--- src/rtl/agc_pkg.sv ---
// Package: register map, field layout and reset values of the gain-control config block
package agc_pkg;
	// Byte addresses: printed offsets are not all multiples of four, so they are indexes
	localparam logic [7:0] LIMIT_TARGET_IDX   = 8'h1b;
	localparam logic [7:0] PRIO_CARRIER_IDX   = 8'h1c;
	localparam logic [9:0] LIMIT_TARGET_ADDR  = {LIMIT_TARGET_IDX, 2'b00};
	localparam logic [9:0] PRIO_CARRIER_ADDR  = {PRIO_CARRIER_IDX, 2'b00};
	localparam logic [9:0] RAW_CODES_ADDR     = 10'h0_080;
	localparam logic [9:0] SENSE_STATUS_ADDR  = 10'h0_084;

	// Field positions
	localparam int DIG_LIMIT_LSB   = 6;
	localparam int FRONT_LIMIT_LSB = 3;
	localparam int TARGET_LSB      = 0;
	localparam int ORDER_BIT       = 6;
	localparam int REL_THR_LSB     = 4;
	localparam int ABS_THR_LSB     = 0;

	// Reset values
	localparam logic [7:0] LIMIT_TARGET_RST = 8'h03;
	localparam logic [7:0] PRIO_CARRIER_RST = 8'h40;

	localparam logic [3:0] ABS_THR_DISABLED = 4'h8;
	localparam logic [1:0] REL_THR_OFF      = 2'h0;

	// Steps of the stages, given as step counts
	localparam int DIG_STEPS   = 8;
	localparam int FRONT_STEPS = 8;

	typedef enum logic [1:0] {
		AGC_IDLE   = 2'b01,
		AGC_ACCESS = 2'b10
	} agc_apb_state_t;
endpackage

--- src/rtl/agc_cfg_if.sv ---
// Interface: raw gain-control field codes from register file to decode logic
`timescale 1ns/100ps
interface agc_cfg_if;
	logic [1:0] digital_gain_limit;
	logic [2:0] front_amp_gain_limit;
	logic [2:0] amplitude_target;
	logic       amp_reduction_order;
	logic [1:0] relative_carrier_threshold;
	logic [3:0] absolute_carrier_threshold;
	modport src (output digital_gain_limit, front_amp_gain_limit, amplitude_target,
		amp_reduction_order, relative_carrier_threshold, absolute_carrier_threshold);
	modport dst (input digital_gain_limit, front_amp_gain_limit, amplitude_target,
		amp_reduction_order, relative_carrier_threshold, absolute_carrier_threshold);
endinterface

--- src/rtl/agc_decode.sv ---
// Decode of gain-control settings into values the gain loop and carrier sense use
`timescale 1ns/100ps
module agc_decode #(
	parameter int DIG_STEPS = agc_pkg::DIG_STEPS
) (
	input  wire logic                 pclk,
	input  wire logic                 presetn,
	input  wire logic                 clk_en,
	agc_cfg_if.dst                    cfg,
	output logic [DIG_STEPS-1:0]      digital_step_allowed,
	output logic [7:0]                front_amp_backoff_tenth_db,
	output logic [5:0]                amplitude_target_db,
	output logic                      first_amp_reduced_first,
	output logic                      rel_sense_enable,
	output logic [3:0]                rel_sense_rise_db,
	output logic                      abs_sense_enable,
	output logic signed [4:0]         abs_sense_offset_db
);
	// Limit codes clear up to three top steps, so at least four must exist
	if (DIG_STEPS < 4) begin : g_steps_check
		$error("agc_decode: DIG_STEPS must be at least 4");
	end

	logic [DIG_STEPS-1:0] step_d, step_q;
	logic [7:0]           backoff_d, backoff_q;
	logic [5:0]           target_d, target_q;
	logic                 order_d, order_q;
	logic                 rel_en_d, rel_en_q;
	logic [3:0]           rise_d, rise_q;
	logic                 abs_en_d, abs_en_q;
	logic signed [4:0]    abs_off_d, abs_off_q;

	always_comb begin
		// Top steps masked off by limit code
		step_d = '1;
		for (int i = 0; i < 3; i++) begin
			if (i < int'(cfg.digital_gain_limit))
				step_d[DIG_STEPS-1-i] = 1'b0;
		end
		unique case (cfg.front_amp_gain_limit)
			3'd0: backoff_d = 8'd0;
			3'd1: backoff_d = 8'd26;
			3'd2: backoff_d = 8'd61;
			3'd3: backoff_d = 8'd74;
			3'd4: backoff_d = 8'd92;
			3'd5: backoff_d = 8'd115;
			3'd6: backoff_d = 8'd146;
			3'd7: backoff_d = 8'd171;
		endcase
		unique case (cfg.amplitude_target)
			3'd0: target_d = 6'd24;
			3'd1: target_d = 6'd27;
			3'd2: target_d = 6'd30;
			3'd3: target_d = 6'd33;
			3'd4: target_d = 6'd36;
			3'd5: target_d = 6'd38;
			3'd6: target_d = 6'd40;
			3'd7: target_d = 6'd42;
		endcase
		order_d  = cfg.amp_reduction_order;
		rel_en_d = cfg.relative_carrier_threshold != agc_pkg::REL_THR_OFF;
		unique case (cfg.relative_carrier_threshold)
			2'd0: rise_d = 4'd0;
			2'd1: rise_d = 4'd6;
			2'd2: rise_d = 4'd10;
			2'd3: rise_d = 4'd14;
		endcase
		abs_en_d  = cfg.absolute_carrier_threshold != agc_pkg::ABS_THR_DISABLED;
		abs_off_d = 5'(signed'(cfg.absolute_carrier_threshold));
	end

	always_ff @(posedge pclk or negedge presetn) begin
		if (!presetn) begin
			step_q    <= '1;
			backoff_q <= 8'h00;
			target_q  <= 6'd33;
			order_q   <= 1'b1;
			rel_en_q  <= 1'b0;
			rise_q    <= 4'h0;
			abs_en_q  <= 1'b1;
			abs_off_q <= 5'sd0;
		end else if (clk_en) begin
			step_q    <= step_d;
			backoff_q <= backoff_d;
			target_q  <= target_d;
			order_q   <= order_d;
			rel_en_q  <= rel_en_d;
			rise_q    <= rise_d;
			abs_en_q  <= abs_en_d;
			abs_off_q <= abs_off_d;
		end
	end

	assign digital_step_allowed       = step_q;
	assign front_amp_backoff_tenth_db = backoff_q;
	assign amplitude_target_db        = target_q;
	assign first_amp_reduced_first    = order_q;
	assign rel_sense_enable           = rel_en_q;
	assign rel_sense_rise_db          = rise_q;
	assign abs_sense_enable           = abs_en_q;
	assign abs_sense_offset_db        = abs_off_q;
endmodule

--- src/rtl/agc_gain_limit_config.sv ---
// Top: APB register bank holding gain limits, target and carrier-sense settings
//
// Functional notes
// - Digital limit code excludes top gain steps
// - Front limit caps combined amplifier gain
// - Target code selects averaged amplitude level
// - Priority bit picks which amplifier drops first
// - Relative carrier-sense rise: off, 6, 10, 14 dB
// - Most negative absolute code disables sensing
`timescale 1ns/100ps
module agc_gain_limit_config #(
	parameter int DIG_STEPS = agc_pkg::DIG_STEPS
) (
	input  wire logic                pclk,
	input  wire logic                presetn,
	input  wire logic                clk_en,
	input  wire logic                psel,
	input  wire logic                penable,
	input  wire logic                pwrite,
	input  wire logic [9:0]          paddr,
	input  wire logic [31:0]         pwdata,
	input  wire logic [3:0]          pstrb,
	output logic                     pready,
	output logic [31:0]              prdata,
	output logic                     pslverr,
	input  wire logic                carrier_sense_rel,
	input  wire logic                carrier_sense_abs,
	output logic [DIG_STEPS-1:0]     digital_step_allowed,
	output logic [7:0]               front_amp_backoff_tenth_db,
	output logic [5:0]               amplitude_target_db,
	output logic                     first_amp_reduced_first,
	output logic                     rel_sense_enable,
	output logic [3:0]               rel_sense_rise_db,
	output logic                     abs_sense_enable,
	output logic signed [4:0]        abs_sense_offset_db
);
	// ------------------------------------------------------------
	// Register state
	// ------------------------------------------------------------
	logic [7:0]  limit_target_d, limit_target_q;
	logic [6:0]  prio_carrier_d, prio_carrier_q;
	logic [31:0] prdata_d, prdata_q;
	logic        pslverr_d, pslverr_q;
	logic        sense_hold_d, sense_hold_q;

	agc_cfg_if cfg ();

	logic access;
	logic wr;
	logic rd;
	logic hit;

	// Zero-wait slave: every access completes in its first access cycle
	assign access  = psel && penable;
	assign pready  = 1'b1;
	assign wr      = access && pwrite && clk_en;
	assign rd      = psel && !penable && !pwrite;
	assign hit     = (paddr == agc_pkg::LIMIT_TARGET_ADDR) ||
		(paddr == agc_pkg::PRIO_CARRIER_ADDR) ||
		(paddr == agc_pkg::RAW_CODES_ADDR) ||
		(paddr == agc_pkg::SENSE_STATUS_ADDR);

	// ------------------------------------------------------------
	// Next-state logic
	// ------------------------------------------------------------
	always_comb begin
		limit_target_d = limit_target_q;
		prio_carrier_d = prio_carrier_q;
		prdata_d       = prdata_q;
		pslverr_d      = pslverr_q;
		sense_hold_d   = sense_hold_q | carrier_sense_rel | carrier_sense_abs;
		if (wr && pstrb[0]) begin
			if (paddr == agc_pkg::LIMIT_TARGET_ADDR)
				limit_target_d = pwdata[7:0];
			if (paddr == agc_pkg::PRIO_CARRIER_ADDR)
				prio_carrier_d = pwdata[6:0];
		end
		if (wr && paddr == agc_pkg::SENSE_STATUS_ADDR && pwdata[0])
			sense_hold_d = carrier_sense_rel | carrier_sense_abs;
		if (psel && !penable) begin
			pslverr_d = !hit || (pwrite && (paddr == agc_pkg::RAW_CODES_ADDR));
			prdata_d  = 32'h0000_0000;
			if (rd) begin
				unique case (1'b1)
					paddr == agc_pkg::LIMIT_TARGET_ADDR:
						prdata_d = {24'h00_0000, limit_target_q};
					paddr == agc_pkg::PRIO_CARRIER_ADDR:
						prdata_d = {25'h000_0000, prio_carrier_q};
					paddr == agc_pkg::RAW_CODES_ADDR:
						prdata_d = {8'h00, 8'h00, 1'b0, prio_carrier_q, limit_target_q};
					paddr == agc_pkg::SENSE_STATUS_ADDR:
						prdata_d = {28'h000_0000, abs_sense_enable, rel_sense_enable,
							carrier_sense_rel | carrier_sense_abs, sense_hold_q};
					default:
						prdata_d = 32'h0000_0000;
				endcase
			end
		end
	end

	always_ff @(posedge pclk or negedge presetn) begin
		if (!presetn) begin
			limit_target_q <= agc_pkg::LIMIT_TARGET_RST;
			prio_carrier_q <= agc_pkg::PRIO_CARRIER_RST[6:0];
			prdata_q       <= 32'h0000_0000;
			pslverr_q      <= 1'b0;
			sense_hold_q   <= 1'b0;
		end else if (clk_en) begin
			limit_target_q <= limit_target_d;
			prio_carrier_q <= prio_carrier_d;
			prdata_q       <= prdata_d;
			pslverr_q      <= pslverr_d;
			sense_hold_q   <= sense_hold_d;
		end
	end

	assign prdata  = prdata_q;
	assign pslverr = pslverr_q && access;

	// ------------------------------------------------------------
	// Field split
	// ------------------------------------------------------------
	assign cfg.digital_gain_limit         = limit_target_q[agc_pkg::DIG_LIMIT_LSB +: 2];
	assign cfg.front_amp_gain_limit       = limit_target_q[agc_pkg::FRONT_LIMIT_LSB +: 3];
	assign cfg.amplitude_target           = limit_target_q[agc_pkg::TARGET_LSB +: 3];
	assign cfg.amp_reduction_order        = prio_carrier_q[agc_pkg::ORDER_BIT];
	assign cfg.relative_carrier_threshold = prio_carrier_q[agc_pkg::REL_THR_LSB +: 2];
	assign cfg.absolute_carrier_threshold = prio_carrier_q[agc_pkg::ABS_THR_LSB +: 4];

	agc_decode #(
		.DIG_STEPS(DIG_STEPS)
	) u_decode (
		.pclk                       (pclk),
		.presetn                    (presetn),
		.clk_en                     (clk_en),
		.cfg                        (cfg),
		.digital_step_allowed       (digital_step_allowed),
		.front_amp_backoff_tenth_db (front_amp_backoff_tenth_db),
		.amplitude_target_db        (amplitude_target_db),
		.first_amp_reduced_first    (first_amp_reduced_first),
		.rel_sense_enable           (rel_sense_enable),
		.rel_sense_rise_db          (rel_sense_rise_db),
		.abs_sense_enable           (abs_sense_enable),
		.abs_sense_offset_db        (abs_sense_offset_db)
	);
endmodule

--- config.mk ---
export PLATFORM = sky130hd
export DESIGN_NAME = agc_gain_limit_config
export DESIGN_NICKNAME = d
export VERILOG_FILES = /design/src/rtl/agc_pkg.sv /design/src/rtl/agc_cfg_if.sv /design/src/rtl/agc_decode.sv /design/src/rtl/agc_gain_limit_config.sv
export SDC_FILE = /design/constraint.sdc
export NUM_CORES = 1
export LEC_CHECK = 0
export BUFFER_PORTS_ARGS = -buffer_cell sky130_fd_sc_hd__buf_2
export CAP_MARGIN = 20
export CORE_UTILIZATION = 47
export CTS_CLUSTER_SIZE = 28
export DETAILED_ROUTE_END_ITERATION = 16
export PLACE_DENSITY_LB_ADDON = 0.25
export SLEW_MARGIN = 20
export SYNTH_ARGS = -nofsm -noshare
export SYNTH_HDL_FRONTEND = slang
export SYNTH_SLANG_ARGS = --single-unit
--- constraint.sdc ---
create_clock -name pclk -period 1.58 [get_ports pclk]
set_input_delay 0.079 -clock pclk [delete_from_list [all_inputs] [get_ports pclk]]
set_output_delay 0.079 -clock pclk [all_outputs]
set_load 0.03 [all_outputs]
# Yosys cells after proc, flatten, opt, wreduce, memory -nomap -nowiden
# Memories as Yosys holds them, arrays and structs flattened. A register that Yosys moved wholly into a read port is not among the register bits.
# Cells that the tools add are included.
dict set report totals {
  mem_bits_ro 112
  output_inout_bits 68
  regBits 63
  input_bits 54
  elab_cells 58
  memories 2
}
# name depth width read_ports rd_clocked_by_memory_dff wr line
set mem_list {}
lappend mem_list {{(no name shown)} 8 8 1 1 0 agc_decode.sv:40} ;# unique case (cfg.front_amp_gain_limit)
lappend mem_list {{(no name shown)} 8 6 1 1 0 agc_decode.sv:50} ;# unique case (cfg.amplitude_target)
dict set report classes {
  muxes 7
  bitwise 3
  eq_ne 8
  n_reduce_logical 24
  n_lt_le_gt_ge 3
}
# operator n
set ops {}
lappend ops {{15-bit one-hot mux with 4 select lines} 1}
lappend ops {{10-bit by 7-bit == test with 1-bit output (second input constant)} 2}
lappend ops {{10-bit by 8-bit == test with 1-bit output (second input constant)} 2}
lappend ops {{4-bit one-hot mux with 4 select lines} 1}
lappend ops {{15-bit 2-to-1 mux} 1}
lappend ops {{1-bit logical AND} 10}
lappend ops {{3-bit AND reduction} 2}
lappend ops {{1-bit zero test} 5}
lappend ops {{2-bit == test (second input constant)} 2}
lappend ops {{1-bit logical OR} 4}
lappend ops {{1-bit by 2-bit less-than comparator with 1-bit output (first input constant)} 2}
lappend ops {{1-bit 2-to-1 mux} 4}
lappend ops {{4-bit inequality test (second input constant)} 1}
lappend ops {{1-bit OR} 3}
lappend ops {{2-bit by 1-bit == test with 1-bit output (second input constant)} 1}
lappend ops {{2-bit zero test} 1}
lappend ops {{2-bit less-than comparator (first input constant)} 1}
lappend ops {{2-bit AND reduction} 1}
lappend ops {{2-bit nonzero test} 1}

# Depth between registers and ports, before layout
dict set report logic_depth {
  word_depth 6
  ltp_mapped 7
  ltp_nobuf 5
}

# Modules after synthesis
# Synthesis repeated with hierarchy kept, for this count alone.
dict set report hier_totals {
  cells_unflattened 260
  hier_area_um2 2946.6
}
# mod area_each_um2 instances seq_area_each_um2 cells_each
set modules_own_cells {}
lappend modules_own_cells {agc_gain_limit_config 1676.6 1 804.5 147}
lappend modules_own_cells {agc_decode 1270.0 1 634.4 113}

# Worst setup path before layout
# OpenSTA, ideal clock, no wires.
dict set report synth_path {
  path_type {input-to-reg}
  start {input port paddr[1]}
  end {register prio_carrier_q[0]}
  cell_stages 6
  setup_ns 0.125
  n_path_buf 2
  required_ns 1.455
  slack_ns -0.281
  arrival_ns 1.736
  cell_sequence {or4_4 > buf_6 > nor4_4 > nor2b_1 > buf_6 > mux2_4}
}
dict set report synth_via {
  elab_chain_len 2
}
# item line
set synth_rtl {}
lappend synth_rtl {{from (decl)} agc_gain_limit_config.sv:20} ;# input wire logic [9:0] paddr,
lappend synth_rtl {{10-bit by 7-bit == test with 1-bit output} agc_gain_limit_config.sv:75} ;# if (paddr == agc_pkg::PRIO_CARRIER_ADDR)
lappend synth_rtl {{3-bit AND reduction (no source line)} --}
lappend synth_rtl {{to (signal assigned)} agc_gain_limit_config.sv:104} ;# prio_carrier_q <= agc_pkg::PRIO_CARRIER_RST[6:0];
lappend synth_rtl {{to (signal assigned)} agc_gain_limit_config.sv:110} ;# prio_carrier_q <= prio_carrier_d;
lappend synth_rtl {{to (decl)} agc_gain_limit_config.sv:41} ;# logic [6:0] prio_carrier_d, prio_carrier_q;
# No other way between the ends.
# A chain may end at the register's enable or synchronous reset.

# Worst setup path in the final report
dict set report layout_path {
  start {input port paddr[1]}
  end {register prio_carrier_q[2]}
}
# Same word-level chain as after synthesis.

==> flow_summary.rst <==
.. list-table::
   :header-rows: 1

   * - Metric
     - Value
   * - Pins over their slew limit
     - 0
   * - Area of the mapped netlist
     - 2820 um^2
   * - Post-synthesis cell count
     - 249
   * - Min Clock Period, post-route
     - ~1.5 ns
   * - Count of routing violations after the opening detailed-route iteration
     - 130
   * - Master of the slowest instance on the critical path
     - or4_4
   * - Leading post-synthesis cells by cell area
     - dfrtp_1 (42%), dfstp_2 (9.3%), buf_4 (7.2%)
   * - Mean Syn Cell Area
     - 11.3 um^2
   * - Flops & latches, synth
     - 57
   * - Number of synthesized flops with an enable pin
     - 0
   * - CORE AREA
     - 5640 um^2
   * - Async SR Flop Fraction
     - 100%
   * - Clock net sink count
     - 57
   * - Most instantiated flip-flop cell in the synthesis netlist
     - dfrtp_1
   * - GPL Wtd Cong
     - about 0.78
   * - Worst EP arrival
     - around 1.7 ns
   * - Crit start category
     - input port
   * - Unrepaired setup endpoints after global routing
     - false
   * - Register-to-Register Setup Slack
     - 0.24 ns
   * - Clk slew on worst S/H paths
     - 0.06 ns
   * - Type of element capturing the critical path
     - flop
   * - Cts bufs inserted
     - 9
   * - Instance area after placement
     - 3240 um^2
   * - Port Buf Inserts
     - 70
   * - Clock buffer depth
     - 2
   * - Maximum number of pins on one net before global-route repair
     - 58
   * - Static leakage
     - between 1.5 and 2 nW
   * - Number of remaining DRC errors
     - 0
   * - Cell chain of the critical path
     - buf_2 > or4_4 > nor4_4 > nor2b_1 > buf_4 > mux2_4
   * - CTS tree
     - yes
   * - Max-cap violations
     - 0
   * - Library cell used as clock root buffer
     - clkbuf_8
   * - Detail-routed net length per standard cell
     - around 14 um
   * - Initial antenna violation count
     - 0
   * - Number of nets with antenna violations after detailed routing
     - 0
   * - Share of the yosys chip area belonging to registers
     - 51.1%
   * - Count of boundary I/O pins
     - 122
   * - Initial standard-cell utilization of the core
     - 49.9%
   * - Proportion of netlist area held by the largest area contributor
     - 41.8%
   * - Total power divided by cell area
     - 895 nW/um^2
   * - P&R area growth vs syn
     - 25.3%
   * - Post-CTS repair timing setup buffer count
     - 0
   * - Aggregate routed wire length
     - 5880 um
   * - Leading area contributor after synthesis
     - dfrtp_1
   * - Total congestion overflow
     - 0
   * - F_max
     - ~680 MHz
   * - Final clock skew
     - 0.00644 ns
   * - Die X-Extent
     - 79.4 um
   * - Placed wire-length estimate
     - approximately 4200 um
   * - Vertical die dimension
     - 79.4 um
   * - H-tree depth reported by CTS
     - 3
   * - List of most frequent post-synthesis cells
     - dfrtp_1 (47), buf_4 (27), a21oi_1 (18)
   * - Row cnt
     - 27
   * - Vias
     - 2082
   * - Fraction of final layout cells sized beyond drive strength 1
     - 42.2%
   * - Synthesis Warnings
     - 0
   * - Largest vdd supply drop
     - around 0.58 mV
   * - Antenna diode count
     - 0
   * - Class of the worst hold path
     - in -> reg
   * - Share of the clock period used by the worst path after layout
     - 93.3%
   * - Netlist cell types
     - 41
   * - Post-CTS sizing
     - 0
   * - Global-route wire length before repair
     - approximately 9400 um
   * - Maximum fanout along the worst path
     - 7
   * - Endpoints failing setup
     - 0
   * - Global-route usage over all layers
     - 20.2%
   * - Vias in the first global route
     - about 2000
   * - CTS hold repair buffers
     - 7
   * - Clock latency of the later-clocked register in the worst-skew pair
     - between 0.3 and 0.4 ns
   * - Crit Path Category
     - in -> reg
   * - Total power
     - 3.16 mW
   * - Layout Nets
     - 402
   * - Die ar.
     - 6310 um^2
   * - Status
     - complete, no violations
   * - Number of endpoints with negative hold slack in the final report
     - 0
   * - Delay contributed by the slowest stage of the critical path
     - 0.59 ns
   * - Number of detailed-route iterations in the first pass
     - 5
   * - Data required time at the worst endpoint
     - ~1.8 ns
   * - Most frequently used cell type in the post-synthesis netlist
     - dfrtp_1
   * - Via density per instance
     - 4.98
   * - Non-Filler Cell Area, Final
     - roughly 3500 um^2
[final timing paths]
path	startpoint	end	cells past startpoint
hold / removal	pwdata[6]	limit_target_q[6]	2
setup reg to reg	limit_target_q[3]	u_decode.front_amp_backoff_tenth_db[3]	4
max in group asynchronous	presetn	limit_target_q[1]	3
hold reg to reg	u_decode.digital_step_allowed[6]	u_decode.digital_step_allowed[6]	2
min in group asynchronous	presetn	u_decode.front_amp_backoff_tenth_db[5]	3
setup / recovery	paddr[1]	prio_carrier_q[2]	6
[registers in the layout, summed over array words and instances, names as in the netlist]
name	count
u_decode.first_amp_reduced_first	1
prdata	15
u_decode.rel_sense_rise_db	2
prio_carrier_q	7
sense_hold_q	1
pslverr_q	1
u_decode.digital_step_allowed	3
u_decode.rel_sense_enable	1
limit_target_q	8
u_decode.front_amp_backoff_tenth_db	7
u_decode.abs_sense_enable	1
u_decode.abs_sense_offset_db	4
u_decode.amplitude_target_db	6
[per-stage QoR]
stage                     cells  utilization [%]  hold WS (ns)  setup WS, ns  TNS (ns)
after global placement      394             57.4        0.0985        -0.203     -3.45
after floorplan             271                -        -0.217        -0.281     -2.15
final                       418             62.5        0.0235         0.106         0
after detailed placement    394             57.4         0.101        -0.221     -3.91
after CTS                   417             62.4      0.000253         0.118         0
after global routing        418             62.5       0.00376        0.0407         0
[critical path, delay by kind of cell]
kind / cells / cell delay [ns]
and+or+nand+nor: 3 / 0.99
buffers and inverters: 2 / 0.30
muxes: 1 / 0.31
[area by class of cell]
type	instances	area, um^2
Clock buffer	14	173
Clock inverter	2	35.0
Fill cell	481	2110
Inverter	8	30.0
Multi-Input combinational cell	168	1180
Sequential cell	57	1440
Tap cell	72	90.1
Timing Repair Buffer	97	586
[power by group]
| part | switching (mW) | internal [mW] |
|---|---|---|
| Sequential | 0.00694 | 1.47 |
| Combinational | 0.202 | 0.0839 |
| Clock | 0.539 | 0.856 |
| Total | 0.748 | 2.41 |
[cell usage in the layout, fill, tap and decap left out, drive strengths merged, types with 2 or more instances in the layout]
master       instances
a21oi               18
a222oi               3
a22o                 9
a22oi                3
and3                 2
buf                 89
clkbuf              14
conb                24
dfrtp               47
dfstp               10
dlygate4sd3          8
ha                   7
inv                  8
mux2                24
mux2i                3
nand2               15
nand3                3
nand3b               2
nor2                17
nor2b                5
nor3                 2
nor4                 5
o21ai               13
[logic make-up after synthesis]
kind of cell	share of synthesized area, %
DFF	51.1
muxes	11.6
adders and majority gates	3.11
other	0.267
and+or+nand+nor	12.2
AOI/OAI and AO/OA	11.4
buffers and inverters	10.3
[routing by layer]
metal	vias up	global-route usage, %	wire length (um)
met3	11	3.66	338
met2	83	30.0	2690
met1	976	27.2	2760
met5	-	0	0
met4	0	13.1	91
li1	1012	-	-
Note: power is estimated with default switching activity, not from simulation.
